**config.mk**
```make
export PLATFORM = sky130hd
export DESIGN_NAME = fu_uart
export DESIGN_NICKNAME = d
export VERILOG_FILES = /design/src/rtl/fu_pkg.sv /design/src/rtl/fu_fifo.sv /design/src/rtl/fu_baud.sv /design/src/rtl/fu_uart.sv
export SDC_FILE = /design/constraint.sdc
export NUM_CORES = 1
export LEC_CHECK = 0
export BUFFER_PORTS_ARGS = -buffer_cell sky130_fd_sc_hd__buf_2
export CAP_MARGIN = 15
export CORE_MARGIN = 3
export CORE_UTILIZATION = 61
export CTS_BUF_LIST = sky130_fd_sc_hd__clkbuf_16
export DETAILED_ROUTE_END_ITERATION = 8
export PLACE_DENSITY_LB_ADDON = 0.15
export SETUP_SLACK_MARGIN = 0.5
export SLEW_MARGIN = 25
export SYNTH_ARGS = -nofsm -noshare
export SYNTH_HDL_FRONTEND = slang
export SYNTH_SLANG_ARGS = --single-unit
```
**constraint.sdc**
```tcl
create_clock -name MCLK -period 4.65 [get_ports MCLK]
set_input_delay 0.6975 -clock MCLK [delete_from_list [all_inputs] [get_ports MCLK]]
set_output_delay 0.6975 -clock MCLK [all_outputs]
set_load 0.005 [all_outputs]
```
**src/rtl/fu_pkg.sv**
```systemverilog
// shared constants and types of the fast serial channel
package fu_pkg;

  // ----------------------------------------------------------------
  // character and oversampling
  // ----------------------------------------------------------------
  localparam int FU_DATA_W = 8;
  localparam int FU_SUB_W = 4;
  localparam logic [3:0] FU_SUB_LAST = 4'hf;
  localparam logic [3:0] FU_SUB_MID = 4'h7;
  localparam logic [2:0] FU_BIT_LAST = 3'h7;

  // ----------------------------------------------------------------
  // fifo sizes and transmit thresholds (empty entries)
  // ----------------------------------------------------------------
  localparam int FU_TX_DEPTH = 32;
  localparam int FU_RX_DEPTH = 32;
  localparam int FU_LVL_W = 6;
  localparam logic [5:0] FU_TX_THR_30 = 6'h1e;
  localparam logic [5:0] FU_TX_THR_24 = 6'h18;
  localparam logic [5:0] FU_TX_THR_16 = 6'h10;
  localparam logic [5:0] FU_TX_THR_8 = 6'h08;
  localparam logic [1:0] FU_TRIG_30 = 2'h0;
  localparam logic [1:0] FU_TRIG_24 = 2'h1;
  localparam logic [1:0] FU_TRIG_16 = 2'h2;

  // ----------------------------------------------------------------
  // divisor layout: [15:4] mantissa, [0] prescale select
  // ----------------------------------------------------------------
  localparam int FU_DIV_W = 16;
  localparam int FU_MANT_W = 12;
  localparam int FU_MANT_LSB = 4;
  localparam int FU_PS_BIT = 0;
  localparam int FU_PS_SHIFT = 4;
  localparam logic [15:0] FU_DIV_RESET = 16'h0000;

  // ----------------------------------------------------------------
  // autobaud
  // ----------------------------------------------------------------
  localparam int FU_AB_CNT_W = 20;
  localparam int FU_OVS_SHIFT = 4;

  typedef enum logic [1:0] {TX_IDLE, TX_START, TX_DATA, TX_STOP} fu_tx_t;
  typedef enum logic [1:0] {RX_IDLE, RX_START, RX_DATA, RX_STOP} fu_rx_t;

endpackage

```
**src/rtl/fu_fifo.sv**
```systemverilog
// synchronous fifo with level count and registered storage
`timescale 1ns/1ps
`default_nettype none
module fu_fifo
  import fu_pkg::*;
#(
  parameter int W = 8,
  parameter int DEPTH = 32,
  parameter int CW = $clog2(DEPTH) + 1
)
(
  input wire logic clk,
  input wire logic rst_n,
  input wire logic wr_en,
  input wire logic [W-1:0] wr_data,
  input wire logic rd_en,
  output logic [W-1:0] rd_data,
  output logic [CW-1:0] count,
  output logic full,
  output logic empty
);
  localparam int AW = $clog2(DEPTH);
  logic [W-1:0] mem [DEPTH];
  logic [AW-1:0] wp_reg, wp_next, rp_reg, rp_next;
  logic [CW-1:0] cnt_reg, cnt_next;
  logic do_wr, do_rd;

  assign full = (cnt_reg == CW'(DEPTH));
  assign empty = (cnt_reg == '0);
  assign count = cnt_reg;
  assign rd_data = mem[rp_reg];

  always_comb
  begin
    do_wr = wr_en && !full;
    do_rd = rd_en && !empty;
    wp_next = do_wr ? AW'(wp_reg + 1'b1) : wp_reg;
    rp_next = do_rd ? AW'(rp_reg + 1'b1) : rp_reg;
    cnt_next = CW'(cnt_reg + CW'(do_wr) - CW'(do_rd));
  end

  always_ff @(posedge clk or negedge rst_n)
  begin
    if (!rst_n)
    begin
      wp_reg <= '0;
      rp_reg <= '0;
      cnt_reg <= '0;
    end
    else
    begin
      wp_reg <= wp_next;
      rp_reg <= rp_next;
      cnt_reg <= cnt_next;
    end
  end

  always_ff @(posedge clk)
  begin
    if (do_wr)
      mem[wp_reg] <= wr_data;
  end
endmodule
`default_nettype wire

```
**src/rtl/fu_baud.sv**
```systemverilog
// baud generator: oversample enable and baud clock pulse
`timescale 1ns/1ps
`default_nettype none
module fu_baud
  import fu_pkg::*;
(
  input wire logic clk,
  input wire logic rst_n,
  input wire logic [FU_DIV_W-1:0] divisor,
  output logic tick16,
  output logic baud_pulse
);
  logic [FU_DIV_W-1:0] cnt_reg, cnt_next, limit;
  logic [FU_SUB_W-1:0] ph_reg, ph_next;
  logic [FU_MANT_W-1:0] mant;

  // period = (mantissa + 1) * 16^prescale, then /16 for the baud clock
  always_comb
  begin
    mant = divisor[FU_MANT_LSB +: FU_MANT_W];
    if (divisor[FU_PS_BIT])
      limit = FU_DIV_W'({mant, {FU_PS_SHIFT{1'b1}}});
    else
      limit = FU_DIV_W'(mant);
    tick16 = (cnt_reg >= limit);
    cnt_next = tick16 ? '0 : FU_DIV_W'(cnt_reg + 1'b1);
    ph_next = tick16 ? FU_SUB_W'(ph_reg + 1'b1) : ph_reg;
    baud_pulse = tick16 && (ph_reg == FU_SUB_LAST);
  end

  always_ff @(posedge clk or negedge rst_n)
  begin
    if (!rst_n)
    begin
      cnt_reg <= '0;
      ph_reg <= '0;
    end
    else
    begin
      cnt_reg <= cnt_next;
      ph_reg <= ph_next;
    end
  end
endmodule
`default_nettype wire

```
**src/rtl/fu_uart.sv**
```systemverilog
// fast serial channel: fifos, service requests, flow control, autobaud
//
// Functional notes
// - empty transmit side raises interrupt or DMA
// - receive shifter stores bytes, raises request
// - errored byte: no DMA request, interrupt instead
// - error interrupt when errored byte reaches head
// - transmit threshold 30, 24, 16 or 8 empty
// - receive fifo at trigger raises request
// - DMA takes only clean bytes, CPU removes errored
// - transmit normally while CTS asserted
// - CTS drop aborts character, not resent
// - DCD high forces receive line high
// - control character match sets flag, interrupt
// - autobaud measures start bit, writes divisor
// - baud = clock / ((mant+1) * 16^ps * 16)
// - reading receive buffer clears valid status
// - in-range divisor replaced by table value
`timescale 1ns/1ps
`default_nettype none
module fu_uart
  import fu_pkg::*;
(
  input wire logic MCLK,
  input wire logic RESETN,
  input wire logic DMA_MODE,
  input wire logic FIFO_EN,
  input wire logic [1:0] TX_TRIG_SEL,
  input wire logic [FU_LVL_W-1:0] RX_TRIG_LEVEL,
  input wire logic HW_FLOW_EN,
  input wire logic SW_FLOW_EN,
  input wire logic [7:0] CTRL_CHAR1,
  input wire logic [7:0] CTRL_CHAR2,
  input wire logic CCD_INT_EN,
  input wire logic CCD_CLR,
  input wire logic AUTOBAUD_ENABLE,
  input wire logic [31:0] AUTOBAUD_BOUNDARIES,
  input wire logic [31:0] AUTOBAUD_TABLE,
  input wire logic DIV_WR,
  input wire logic [FU_DIV_W-1:0] DIV_WDATA,
  output logic [FU_DIV_W-1:0] DIVISOR,
  input wire logic TX_WR,
  input wire logic [7:0] TX_WDATA,
  output logic TX_FULL,
  input wire logic RX_RD,
  output logic [7:0] RX_RDATA,
  output logic RX_DATA_ERR,
  output logic RX_VALID,
  output logic TX_INT,
  output logic TX_DMA_REQ,
  output logic RX_INT,
  output logic RX_DMA_REQ,
  output logic ERR_INT,
  output logic CCD_FLAG,
  output logic CCD_INT,
  output logic AUTOBAUD_DONE,
  output logic BAUD_CLOCK_OUT,
  output logic TXD,
  input wire logic RXD,
  input wire logic CTS,
  input wire logic DCD
);
  localparam int CW = $clog2(FU_TX_DEPTH) + 1;

  // ----------------------------------------------------------------
  // helpers
  // ----------------------------------------------------------------
  function automatic logic [5:0] tx_thr(input logic [1:0] sel);
    unique case (sel)
      FU_TRIG_30: tx_thr = FU_TX_THR_30;
      FU_TRIG_24: tx_thr = FU_TX_THR_24;
      FU_TRIG_16: tx_thr = FU_TX_THR_16;
      default: tx_thr = FU_TX_THR_8;
    endcase
  endfunction

  function automatic logic [11:0] ab_fix(input logic [11:0] d,
    input logic [31:0] bnd, input logic [31:0] tab);
    logic [11:0] b [5];
    ab_fix = d;
    for (int i = 0; i < 4; i++)
      b[i] = {4'h0, bnd[8*i +: 8]};
    b[4] = {4'h0, tab[31:24]};
    for (int i = 0; i < 4; i++)
      if (d > b[i] && d <= b[i+1])
        ab_fix = {4'h0, tab[8*i +: 8]};
  endfunction

  // ----------------------------------------------------------------
  // baud generation and fifos
  // ----------------------------------------------------------------
  logic tick16;
  logic [FU_DIV_W-1:0] div_reg, div_next;

  fu_baud u_baud (
    .clk(MCLK),
    .rst_n(RESETN),
    .divisor(div_reg),
    .tick16(tick16),
    .baud_pulse(BAUD_CLOCK_OUT)
  );

  logic tx_pop, tx_full_f, tx_empty, tx_push;
  logic [7:0] tx_head;
  logic [CW-1:0] tx_cnt;
  logic rx_push, rx_full_f, rx_empty, rx_acc;
  logic [8:0] rx_head, rx_wdata;
  logic [CW-1:0] rx_cnt;

  assign TX_FULL = FIFO_EN ? tx_full_f : !tx_empty;
  assign tx_push = TX_WR && !TX_FULL;

  fu_fifo #(.W(FU_DATA_W), .DEPTH(FU_TX_DEPTH)) u_txf (
    .clk(MCLK),
    .rst_n(RESETN),
    .wr_en(tx_push),
    .wr_data(TX_WDATA),
    .rd_en(tx_pop),
    .rd_data(tx_head),
    .count(tx_cnt),
    .full(tx_full_f),
    .empty(tx_empty)
  );

  assign rx_acc = rx_push && (FIFO_EN ? !rx_full_f : rx_empty);

  fu_fifo #(.W(FU_DATA_W + 1), .DEPTH(FU_RX_DEPTH)) u_rxf (
    .clk(MCLK),
    .rst_n(RESETN),
    .wr_en(rx_acc),
    .wr_data(rx_wdata),
    .rd_en(RX_RD),
    .rd_data(rx_head),
    .count(rx_cnt),
    .full(rx_full_f),
    .empty(rx_empty)
  );

  // ----------------------------------------------------------------
  // service requests
  // ----------------------------------------------------------------
  logic tx_need, rx_need, head_err;
  logic [CW-1:0] tx_free;

  assign tx_free = CW'(FU_TX_DEPTH) - tx_cnt;
  assign tx_need = FIFO_EN ? (tx_free >= CW'(tx_thr(TX_TRIG_SEL)))
                           : tx_empty;
  assign TX_INT = tx_need && !DMA_MODE;
  assign TX_DMA_REQ = tx_need && DMA_MODE;
  assign head_err = !rx_empty && rx_head[FU_DATA_W];
  assign rx_need = FIFO_EN ? (rx_cnt >= CW'(RX_TRIG_LEVEL)) && !rx_empty
                           : !rx_empty;
  assign RX_DMA_REQ = rx_need && DMA_MODE && !head_err;
  assign RX_INT = rx_need && !DMA_MODE && !head_err;
  assign ERR_INT = head_err;
  assign RX_VALID = !rx_empty;
  assign RX_RDATA = rx_head[FU_DATA_W-1:0];
  assign RX_DATA_ERR = head_err;

  // ----------------------------------------------------------------
  // transmitter
  // ----------------------------------------------------------------
  fu_tx_t tx_st_reg, tx_st_next;
  logic [7:0] tx_sh_reg, tx_sh_next;
  logic [3:0] tx_sub_reg, tx_sub_next;
  logic [2:0] tx_bit_reg, tx_bit_next;
  logic txd_reg, txd_next, cts_ok;

  assign cts_ok = !HW_FLOW_EN || CTS;

  always_comb
  begin
    tx_st_next = tx_st_reg;
    tx_sh_next = tx_sh_reg;
    tx_sub_next = tx_sub_reg;
    tx_bit_next = tx_bit_reg;
    tx_pop = 1'b0;
    unique case (tx_st_reg)
      TX_IDLE:
        if (tick16 && !tx_empty && cts_ok)
        begin
          tx_st_next = TX_START;
          tx_sh_next = tx_head;
          tx_sub_next = '0;
          tx_pop = 1'b1;
        end
      default:
        if (!cts_ok)
          tx_st_next = TX_IDLE;
        else if (tick16)
        begin
          tx_sub_next = tx_sub_reg + 1'b1;
          if (tx_sub_reg == FU_SUB_LAST)
          begin
            unique case (tx_st_reg)
              TX_START:
              begin
                tx_st_next = TX_DATA;
                tx_bit_next = '0;
              end
              TX_DATA:
              begin
                tx_sh_next = {1'b1, tx_sh_reg[7:1]};
                tx_bit_next = tx_bit_reg + 1'b1;
                if (tx_bit_reg == FU_BIT_LAST)
                  tx_st_next = TX_STOP;
              end
              default: tx_st_next = TX_IDLE;
            endcase
          end
        end
    endcase
    unique case (tx_st_next)
      TX_START: txd_next = 1'b0;
      TX_DATA: txd_next = tx_sh_next[0];
      default: txd_next = 1'b1;
    endcase
  end

  always_ff @(posedge MCLK or negedge RESETN)
  begin
    if (!RESETN)
    begin
      tx_st_reg <= TX_IDLE;
      tx_sh_reg <= '0;
      tx_sub_reg <= '0;
      tx_bit_reg <= '0;
      txd_reg <= 1'b1;
    end
    else
    begin
      tx_st_reg <= tx_st_next;
      tx_sh_reg <= tx_sh_next;
      tx_sub_reg <= tx_sub_next;
      tx_bit_reg <= tx_bit_next;
      txd_reg <= txd_next;
    end
  end
  assign TXD = txd_reg;

  // ----------------------------------------------------------------
  // receiver and control character detect
  // ----------------------------------------------------------------
  fu_rx_t rx_st_reg, rx_st_next;
  logic [7:0] rx_sh_reg, rx_sh_next;
  logic [3:0] rx_sub_reg, rx_sub_next;
  logic [2:0] rx_bit_reg, rx_bit_next;
  logic rx_line, ccd_reg, ccd_next, ccd_hit, ab_pend;

  assign rx_line = (HW_FLOW_EN && DCD) ? 1'b1 : RXD;
  assign rx_wdata = {!rx_line, rx_sh_reg};
  assign ccd_hit = SW_FLOW_EN && rx_push && rx_line &&
                   (rx_sh_reg == CTRL_CHAR1 || rx_sh_reg == CTRL_CHAR2);

  always_comb
  begin
    rx_st_next = rx_st_reg;
    rx_sh_next = rx_sh_reg;
    rx_sub_next = rx_sub_reg;
    rx_bit_next = rx_bit_reg;
    rx_push = 1'b0;
    if (tick16)
    begin
      rx_sub_next = rx_sub_reg + 1'b1;
      unique case (rx_st_reg)
        RX_IDLE:
          if (!rx_line && !ab_pend)
          begin
            rx_st_next = RX_START;
            rx_sub_next = '0;
          end
        RX_START:
          if (rx_sub_reg == FU_SUB_MID)
          begin
            rx_st_next = rx_line ? RX_IDLE : RX_DATA;
            rx_sub_next = '0;
            rx_bit_next = '0;
          end
        RX_DATA:
          if (rx_sub_reg == FU_SUB_LAST)
          begin
            rx_sh_next = {rx_line, rx_sh_reg[7:1]};
            rx_bit_next = rx_bit_reg + 1'b1;
            if (rx_bit_reg == FU_BIT_LAST)
              rx_st_next = RX_STOP;
          end
        RX_STOP:
          if (rx_sub_reg == FU_SUB_LAST)
          begin
            rx_push = 1'b1;
            rx_st_next = RX_IDLE;
          end
      endcase
    end
    ccd_next = ccd_hit || (ccd_reg && !CCD_CLR);
  end

  always_ff @(posedge MCLK or negedge RESETN)
  begin
    if (!RESETN)
    begin
      rx_st_reg <= RX_IDLE;
      rx_sh_reg <= '0;
      rx_sub_reg <= '0;
      rx_bit_reg <= '0;
      ccd_reg <= 1'b0;
    end
    else
    begin
      rx_st_reg <= rx_st_next;
      rx_sh_reg <= rx_sh_next;
      rx_sub_reg <= rx_sub_next;
      rx_bit_reg <= rx_bit_next;
      ccd_reg <= ccd_next;
    end
  end
  assign CCD_FLAG = ccd_reg;
  assign CCD_INT = ccd_reg && CCD_INT_EN;

  // ----------------------------------------------------------------
  // autobaud and divisor
  // ----------------------------------------------------------------
  logic [FU_AB_CNT_W-1:0] ab_cnt_reg, ab_cnt_next;
  logic ab_run_reg, ab_run_next, ab_done_reg, ab_done_next, ab_fire;
  logic [15:0] ab_q;
  logic [11:0] ab_det, ab_val;

  assign ab_pend = AUTOBAUD_ENABLE && !ab_done_reg;

  always_comb
  begin
    ab_cnt_next = ab_cnt_reg;
    ab_run_next = ab_run_reg;
    ab_done_next = ab_done_reg && AUTOBAUD_ENABLE;
    ab_fire = 1'b0;
    ab_q = 16'(ab_cnt_reg >> FU_OVS_SHIFT);
    ab_det = (ab_q == '0) ? '0 : (|ab_q[15:12]) ? '1
                          : 12'(ab_q - 1'b1);
    ab_val = ab_fix(ab_det, AUTOBAUD_BOUNDARIES, AUTOBAUD_TABLE);
    if (ab_pend && !ab_run_reg && !rx_line)
    begin
      ab_run_next = 1'b1;
      ab_cnt_next = FU_AB_CNT_W'(1);
    end
    else if (ab_run_reg && !rx_line)
      ab_cnt_next = (&ab_cnt_reg) ? ab_cnt_reg
                                  : FU_AB_CNT_W'(ab_cnt_reg + 1'b1);
    else if (ab_run_reg)
    begin
      ab_run_next = 1'b0;
      ab_done_next = 1'b1;
      ab_fire = 1'b1;
    end
    if (ab_fire)
      div_next = {ab_val, 4'h0};
    else if (DIV_WR)
      div_next = DIV_WDATA;
    else
      div_next = div_reg;
  end

  always_ff @(posedge MCLK or negedge RESETN)
  begin
    if (!RESETN)
    begin
      ab_cnt_reg <= '0;
      ab_run_reg <= 1'b0;
      ab_done_reg <= 1'b0;
      div_reg <= FU_DIV_RESET;
    end
    else
    begin
      ab_cnt_reg <= ab_cnt_next;
      ab_run_reg <= ab_run_next;
      ab_done_reg <= ab_done_next;
      div_reg <= div_next;
    end
  end
  assign DIVISOR = div_reg;
  assign AUTOBAUD_DONE = ab_fire;
endmodule
`default_nettype wire

```
Yosys cells after proc, flatten, opt, wreduce, memory -nomap -nowiden:

Memories as Yosys holds them, arrays and structs flattened.
Index checks and enable logic that the tools add are counted.

* flip-flop bits (word level): 126
* bits in latches: 0
* RAM bits: 544
* bits in read-only memories: 0
* bits of input ports: 127
* output and inout bits: 37
* word-level logic and storage cells: 221
* memories kept: 2

* add/sub/neg operators: 17
* multipliers: 0
* divide/modulo/power cells: 0
* $lt $le $gt $ge: 11
* eq/ne operators: 27
* shifts and indexed selects: 0
* mux-type cells: 68
* bitwise operators: 1
* reductions and logical operators: 72

Memory list
* u_rxf.mem: words 32, width 9, rd ports 1, clocked after memory_dff 0, write ports 1, RTL line fu_fifo.sv:23 `logic [W-1:0] mem [DEPTH];`
* u_txf.mem: words 32, width 8, rd ports 1, clocked after memory_dff 0, write ports 1, RTL line fu_fifo.sv:23

Operators with widths (count)
* 12-bit two-way mux: 6
* 16-bit two-way mux: 4
* 20-bit two-way mux: 3
* 12-bit by 8-bit > comparator with 1-bit output: 4
* 12-bit by 8-bit <= comparator with 1-bit output: 4
* 8-bit two-way mux: 6
* 1-bit logical AND: 33
* 2-bit two-way mux: 12
* 4-bit two-way mux: 6
* 1-bit two-way mux: 22
* 20-bit by 1-bit adder with 20-bit output (second input constant): 1
* 5-bit by 1-bit adder with 5-bit output (second input constant): 4
* 20-bit AND reduction: 1
* 16-bit by 1-bit adder with 16-bit output (second input constant): 1
* 8-bit equality test: 2
* 16-bit greater-or-equal comparator: 1
* 16-bit zero test: 1
* 2-bit inequality test (second input constant): 8
* 2-bit nonzero test: 8
* 5-bit one-hot mux with 3 select lines: 1
* 1-bit zero test: 13
* 4-bit by 1-bit adder with 4-bit output (second input constant): 3
* 6-bit by 1-bit adder with 6-bit output: 2
* 4-bit equality test (second input constant): 3
* 26 further kinds: 47

Depth between registers and ports, before layout:

* depth in word-level cells: 10
* depth in mapped cells: 20
* gate-level depth less buffers: 18

Hierarchy:

From an unflattened synthesis, not the netlist that was laid out.

* cell total of the unflattened synthesis: 2004
* area, all modules: 30593.1 µm²

Modules (own cells, without submodules)
* fu_fifo at u_rxf: times used 1, cells each 601, area each 12244.2 µm², sequential area each 9048.7 µm²
* fu_fifo at u_txf: times used 1, cells each 551, area each 10844.2 µm², sequential area each 8087.8 µm²
* fu_uart: times used 1, cells each 699, area each 6068.3 µm², sequential area each 1853.0 µm²
* fu_baud: times used 1, cells each 153, area each 1436.4 µm², sequential area each 500.5 µm²

Worst setup path after synthesis:

Ideal clock, no wire load.

* path type: reg-to-reg
* from: register div_reg[0], in the netlist DIVISOR[0]
* to: register u_txf.cnt_reg[4], in the netlist u_txf.count[4]
* arrival time: 4.098 ns
* data required time: 4.571 ns
* slack: 0.473 ns
* stages on the path, launching flop included: 19
* clock period less this slack: 4.177 ns
* path through: dfrtp_1 -> clkbuf_1 -> clkbuf_1 -> mux2i_1 -> ha_1 -> a21o_1 -> a221oi_1 -> o311ai_1 -> and2_1 -> nand3_1 -> clkinv_1 -> ha_1 -> inv_1 -> ha_1 -> fa_1 -> a21oi_1 -> nor2_1 -> nor2_1 -> xor2_1

* longest elaborated chain between the ends: 8

RTL lines
* start: declaration: RTL line fu_uart.sv:93 `logic [FU_DIV_W-1:0] div_reg, div_next;`
* start signal: assignment: RTL line fu_uart.sv:376 `div_reg <= div_next;`
* 16-bit two-way mux: RTL line fu_baud.sv:21 `if (divisor[FU_PS_BIT])`
* 16-bit greater-or-equal comparator: RTL line fu_baud.sv:25 `tick16 = (cnt_reg >= limit);`
* 1-bit logical AND (2 in series): RTL line fu_uart.sv:180 `if (tick16 && !tx_empty && cts_ok)`
* 1-bit two-way mux: RTL line fu_uart.sv:180
* 1-bit two-way mux: RTL line fu_uart.sv:178 `unique case (tx_st_reg)`
* 1-bit logical AND: RTL line fu_fifo.sv:36 `do_rd = rd_en && !empty;`
* net u_txf.do_rd: RTL line fu_fifo.sv:26 `logic do_wr, do_rd;`
* 6-bit by 1-bit subtractor with 6-bit output: RTL line fu_fifo.sv:39 `cnt_next = CW'(cnt_reg + CW'(do_wr) - CW'(do_rd));`
* net u_txf.cnt_next[4]: RTL line fu_fifo.sv:25 `logic [CW-1:0] cnt_reg, cnt_next;`
* end signal: assignment: RTL line fu_fifo.sv:54 `cnt_reg <= cnt_next;`
* end: declaration: RTL line fu_fifo.sv:25

The timed path passes the listed nets, and every way through them passes these cells.
A chain may end at the register's enable or synchronous reset.

Worst setup path in the final report:

* from: register u_rxf.rp_reg[0]
* to: output RX_DMA_REQ

* longest elaborated chain between the ends: 4

RTL lines
* start: declaration: RTL line fu_fifo.sv:24 `logic [AW-1:0] wp_reg, wp_next, rp_reg, rp_next;`
* start signal: assignment: RTL line fu_fifo.sv:53 `rp_reg <= rp_next;`
* memory read 32 x 9 bit
* 1-bit logical AND: RTL line fu_uart.sv:150 `assign head_err = !rx_empty && rx_head[FU_DATA_W];`
* 1-bit zero test: RTL line fu_uart.sv:153 `assign RX_DMA_REQ = rx_need && DMA_MODE && !head_err;`
* 1-bit logical AND: RTL line fu_uart.sv:153
* end: declaration: RTL line fu_uart.sv:52 `output logic RX_DMA_REQ,`

No other way between the ends.

==> flow_summary.toml <==
[status]
status = "finished clean"

[setup_path]
critical_path.cell_chain = "mux4_2, mux4_2, mux2i_1, nor2_1, nor4_1, buf_2"
worst_setup_path_endpoint = "RX_DMA_REQ"
worst_setup_ep_type = "output port"
worstReg2RegStart = "ab_cnt_reg[10]"
worstReg2RegEnd = "DIVISOR[9]"
cp_class = "flip-flop to output port"
crit_top_cell = "mux4_2"
critPathMaxStageDelay_ns = 0.67
cp.arrival_ns = 3.36
ff2ff_path_depth = 16
worst-path-max-fanout = 17
startpoint_type = "flip-flop"
critPathRequiredTime_ns = 3.95
rrSetupSlack_ns = 0.67
critical_path.startpoint = "u_rxf.rp_reg[0]"
critical-path-slowest-cell = "dfrtp_4"

[clocking]
insertion_delay_ns = 0.62
cts.htree.levels = 3
cts_tree = "built"
cts_buffers = 68
cts-root-to-sink-buffers = 3
clk_transition_reported_paths_ns = 0.06
cts_sinks = 670
root_buffer = "clkbuf_16"

[placed_design]
port_buffers = 163
dp.final_hpwl_um = 43400
last_weighted_congestion_value_of_the_routability_driven_placer = 0.918
numPlacedInstances = 2609

[final_layout]
largest_register_ffs = 288
post-route-util_pct = 70.8
final_net_count = 2312
finish.cell_count_without_fillers = 2743
final_layout_size_suffix_gt1_share_pct = 26.9
area.growth.synth_to_final_pct = 14.0

[timing]
layout_min_cycle_time_ns = 4.05
post_route_fraction_of_the_period_consumed_by_the_critical_path_pct = 87.2
setup_repair_after_global_routing_missed_its_margin = "yes"
timing.final.setup_violations = 0
fmax_mhz = 247
clock-skew-final_ns = 0.0273
timing.slew.headroom_pct = 35.8
report.final.hold_viol_count = 0
timing.setup.tns_ns = 0
report.final.slew_viol_count = 0
holdWs_ns = 0.303
worst_pin_slew_ns = 0.962

[routing]
drt_wl_total_um = 66100
average_wire_length_per_cell_after_detail_routing_um = 24.1
detail_route.drc_violations = 0
routed-via-count = 16922
remaining_antenna_violation_count_after_routing = 0
drt_iter0_drc = 1436
detailedRoute.firstPassIterationCount = 5
detail_route.vias_per_cell = 6.17

[grt]
grt_pass1_vias = 17267
gr-total-overflow = 0
total_global_routing_track_utilization_pct = 26.4
grt_max_degree = 96
antenna_found_initial = 1
grt_pass1_wl_um = 102000

[yosys]
synth_edf_count = 544
synth_largest_area_cell = "edfxtp_1"
synth.yosys.seq_area_share_pct = 65.3
synthesis.area_per_instance_um2 = 16.2
yosysUniqueCellTypes = 72
yosysWarningCount = 0
postSynthCellCount = 1847
ys.flop_type = "edfxtp_1"
synth_largest_type_area_fraction_pct = 54.7
syn_nets = 2087
synth-seq-cells = 670
synth.area.top_cells = "edfxtp_1 55%, mux4_2 13%, dfrtp_1 10%, ha_1 4.7%, nor2_1 1.8%"
asr_flop_ratio_synth_pct = 18.8
synth_most_common_cell = "edfxtp_1"
post_synth_most_frequent_cells = "544 x edfxtp_1, 168 x mux4_2, 141 x nor2_1, 125 x dfrtp_1, 111 x ha_1"
synth_area_um2 = 29800

[floorplan]
placeableCoreArea_um2 = 48000
overall_die_area_um2 = 51600
core.rowCount = 80
io_pins = 164
initial_core_util_pct = 62.1
die_w_um = 227
die_h_um = 227

[pwr]
peakVddDrop_v = 0.000349
cellLeakagePower_nw = 12.9
total_power_divided_by_cell_area_nw_per_um2 = 462

[min_path]
hp-class = "input port to flip-flop"

[job]
maxCapViolCount = 0
## worst min path at each step
stage	from	to	slack (ns)	cells past startpoint
after detailed placement	u_baud.ph_reg[3]	u_baud.ph_reg[3]	0.47	1
after floorplan	RESETN	CCD_FLAG	0.40	0
after global routing	AUTOBAUD_ENABLE	ab_done_reg	0.29	3
after CTS	RESETN	u_txf.wp_reg[4]	0.23	1
after global placement	ab_done_reg	ab_done_reg	0.46	2
final	CCD_CLR	CCD_FLAG	0.30	2
## critical path: cells and delay by family, from the launching register on
kind,cells,cell delay (ns)
simple gates,2,0.49
mux,3,1.39
buf+inv,1,0.21
flops,1,0.67
## routing by layer
layer	GRT usage (%)	share of wire (%)	up-vias
met5	0	0	-
li1	-	-	7604
met4	9.68	3.2	0
met3	5.18	6.3	123
met1	35.4	41	8637
met2	43.8	50	558
## power by group
part,total (mW),internal [mW],switching (mW),leakage (nW)
Clock,5.37,3.09,2.28,1.12
Combinational,3.10,1.55,1.55,5.02
Sequential,7.23,6.77,0.463,6.77
Total,15.7,11.4,4.30,12.9
## cells by family after synthesis
| logic type | Yosys count | synth area share (%) |
|---|---|---|
| AND/OR/NAND/NOR | 377 | 6.13 |
| adder cells (fa/ha/maj) | 113 | 4.79 |
| AO/OA/AOI/OAI | 196 | 4.23 |
| multiplexers | 229 | 14.8 |
| flip-flops | 670 | 65.3 |
| XOR/XNOR | 80 | 2.35 |
| buffers and inverters | 182 | 2.38 |
## per-stage QoR
stage | total power, mW | setup slack, ns | cell area [um2]
final | 15.7 | 0.596 | 34000
after detailed placement | 10.4 | 0.311 | 31600
after CTS | 15.8 | 0.457 | 33900
after global routing | 16.4 | 0.499 | 34000
after floorplan | 9.47 | 0.575 | 29800
after global placement | 10.3 | 0.359 | 31600
## placed cells by master (no fill, tap or decap), drive strengths merged, types with 5 or more instances in the layout
master / n
edfxtp: 544
and2: 7
nand2: 80
bufinv: 6
ha: 111
a211oi: 6
nand4: 26
dfrtp: 125
xor2: 24
or3: 10
and3: 14
or2: 8
clkinv: 30
o2bb2ai: 5
mux2i: 38
nor2b: 13
nor3: 8
nand3b: 5
xnor2: 56
nand2b: 9
a21oi: 52
mux4: 168
nor4: 9
o22ai: 16
a21o: 20
inv: 116
a22oi: 6
nand3: 33
clkbuf: 70
nor2: 141
a31oi: 5
mux2: 23
o21ai: 49
buf: 235
## repair_timing
action                                  in CTS  in global routing
endpoints found under the setup margin      16                 12
gates cloned                                 0                  0
pin swaps                                    1                  6
hold buffers                                 0                  1
hold endpoints to repair                     0                 26
setup buffers                                2                  4
gates resized for setup                      2                 22
## final cells by class
| type | count | area [um2] |
|---|---|---|
| diodes | 1 | 2.50 |
| fillers | 3050 | 14000 |
| repair buffers | 236 | 1420 |
| well taps | 615 | 769 |
| flip-flops and latches | 670 | 19500 |
| multi-input cells | 995 | 9750 |
| clock inverters | 55 | 448 |
| inverters | 101 | 382 |
| clock buffers | 70 | 1750 |
Power figures use the tool's default switching activity.
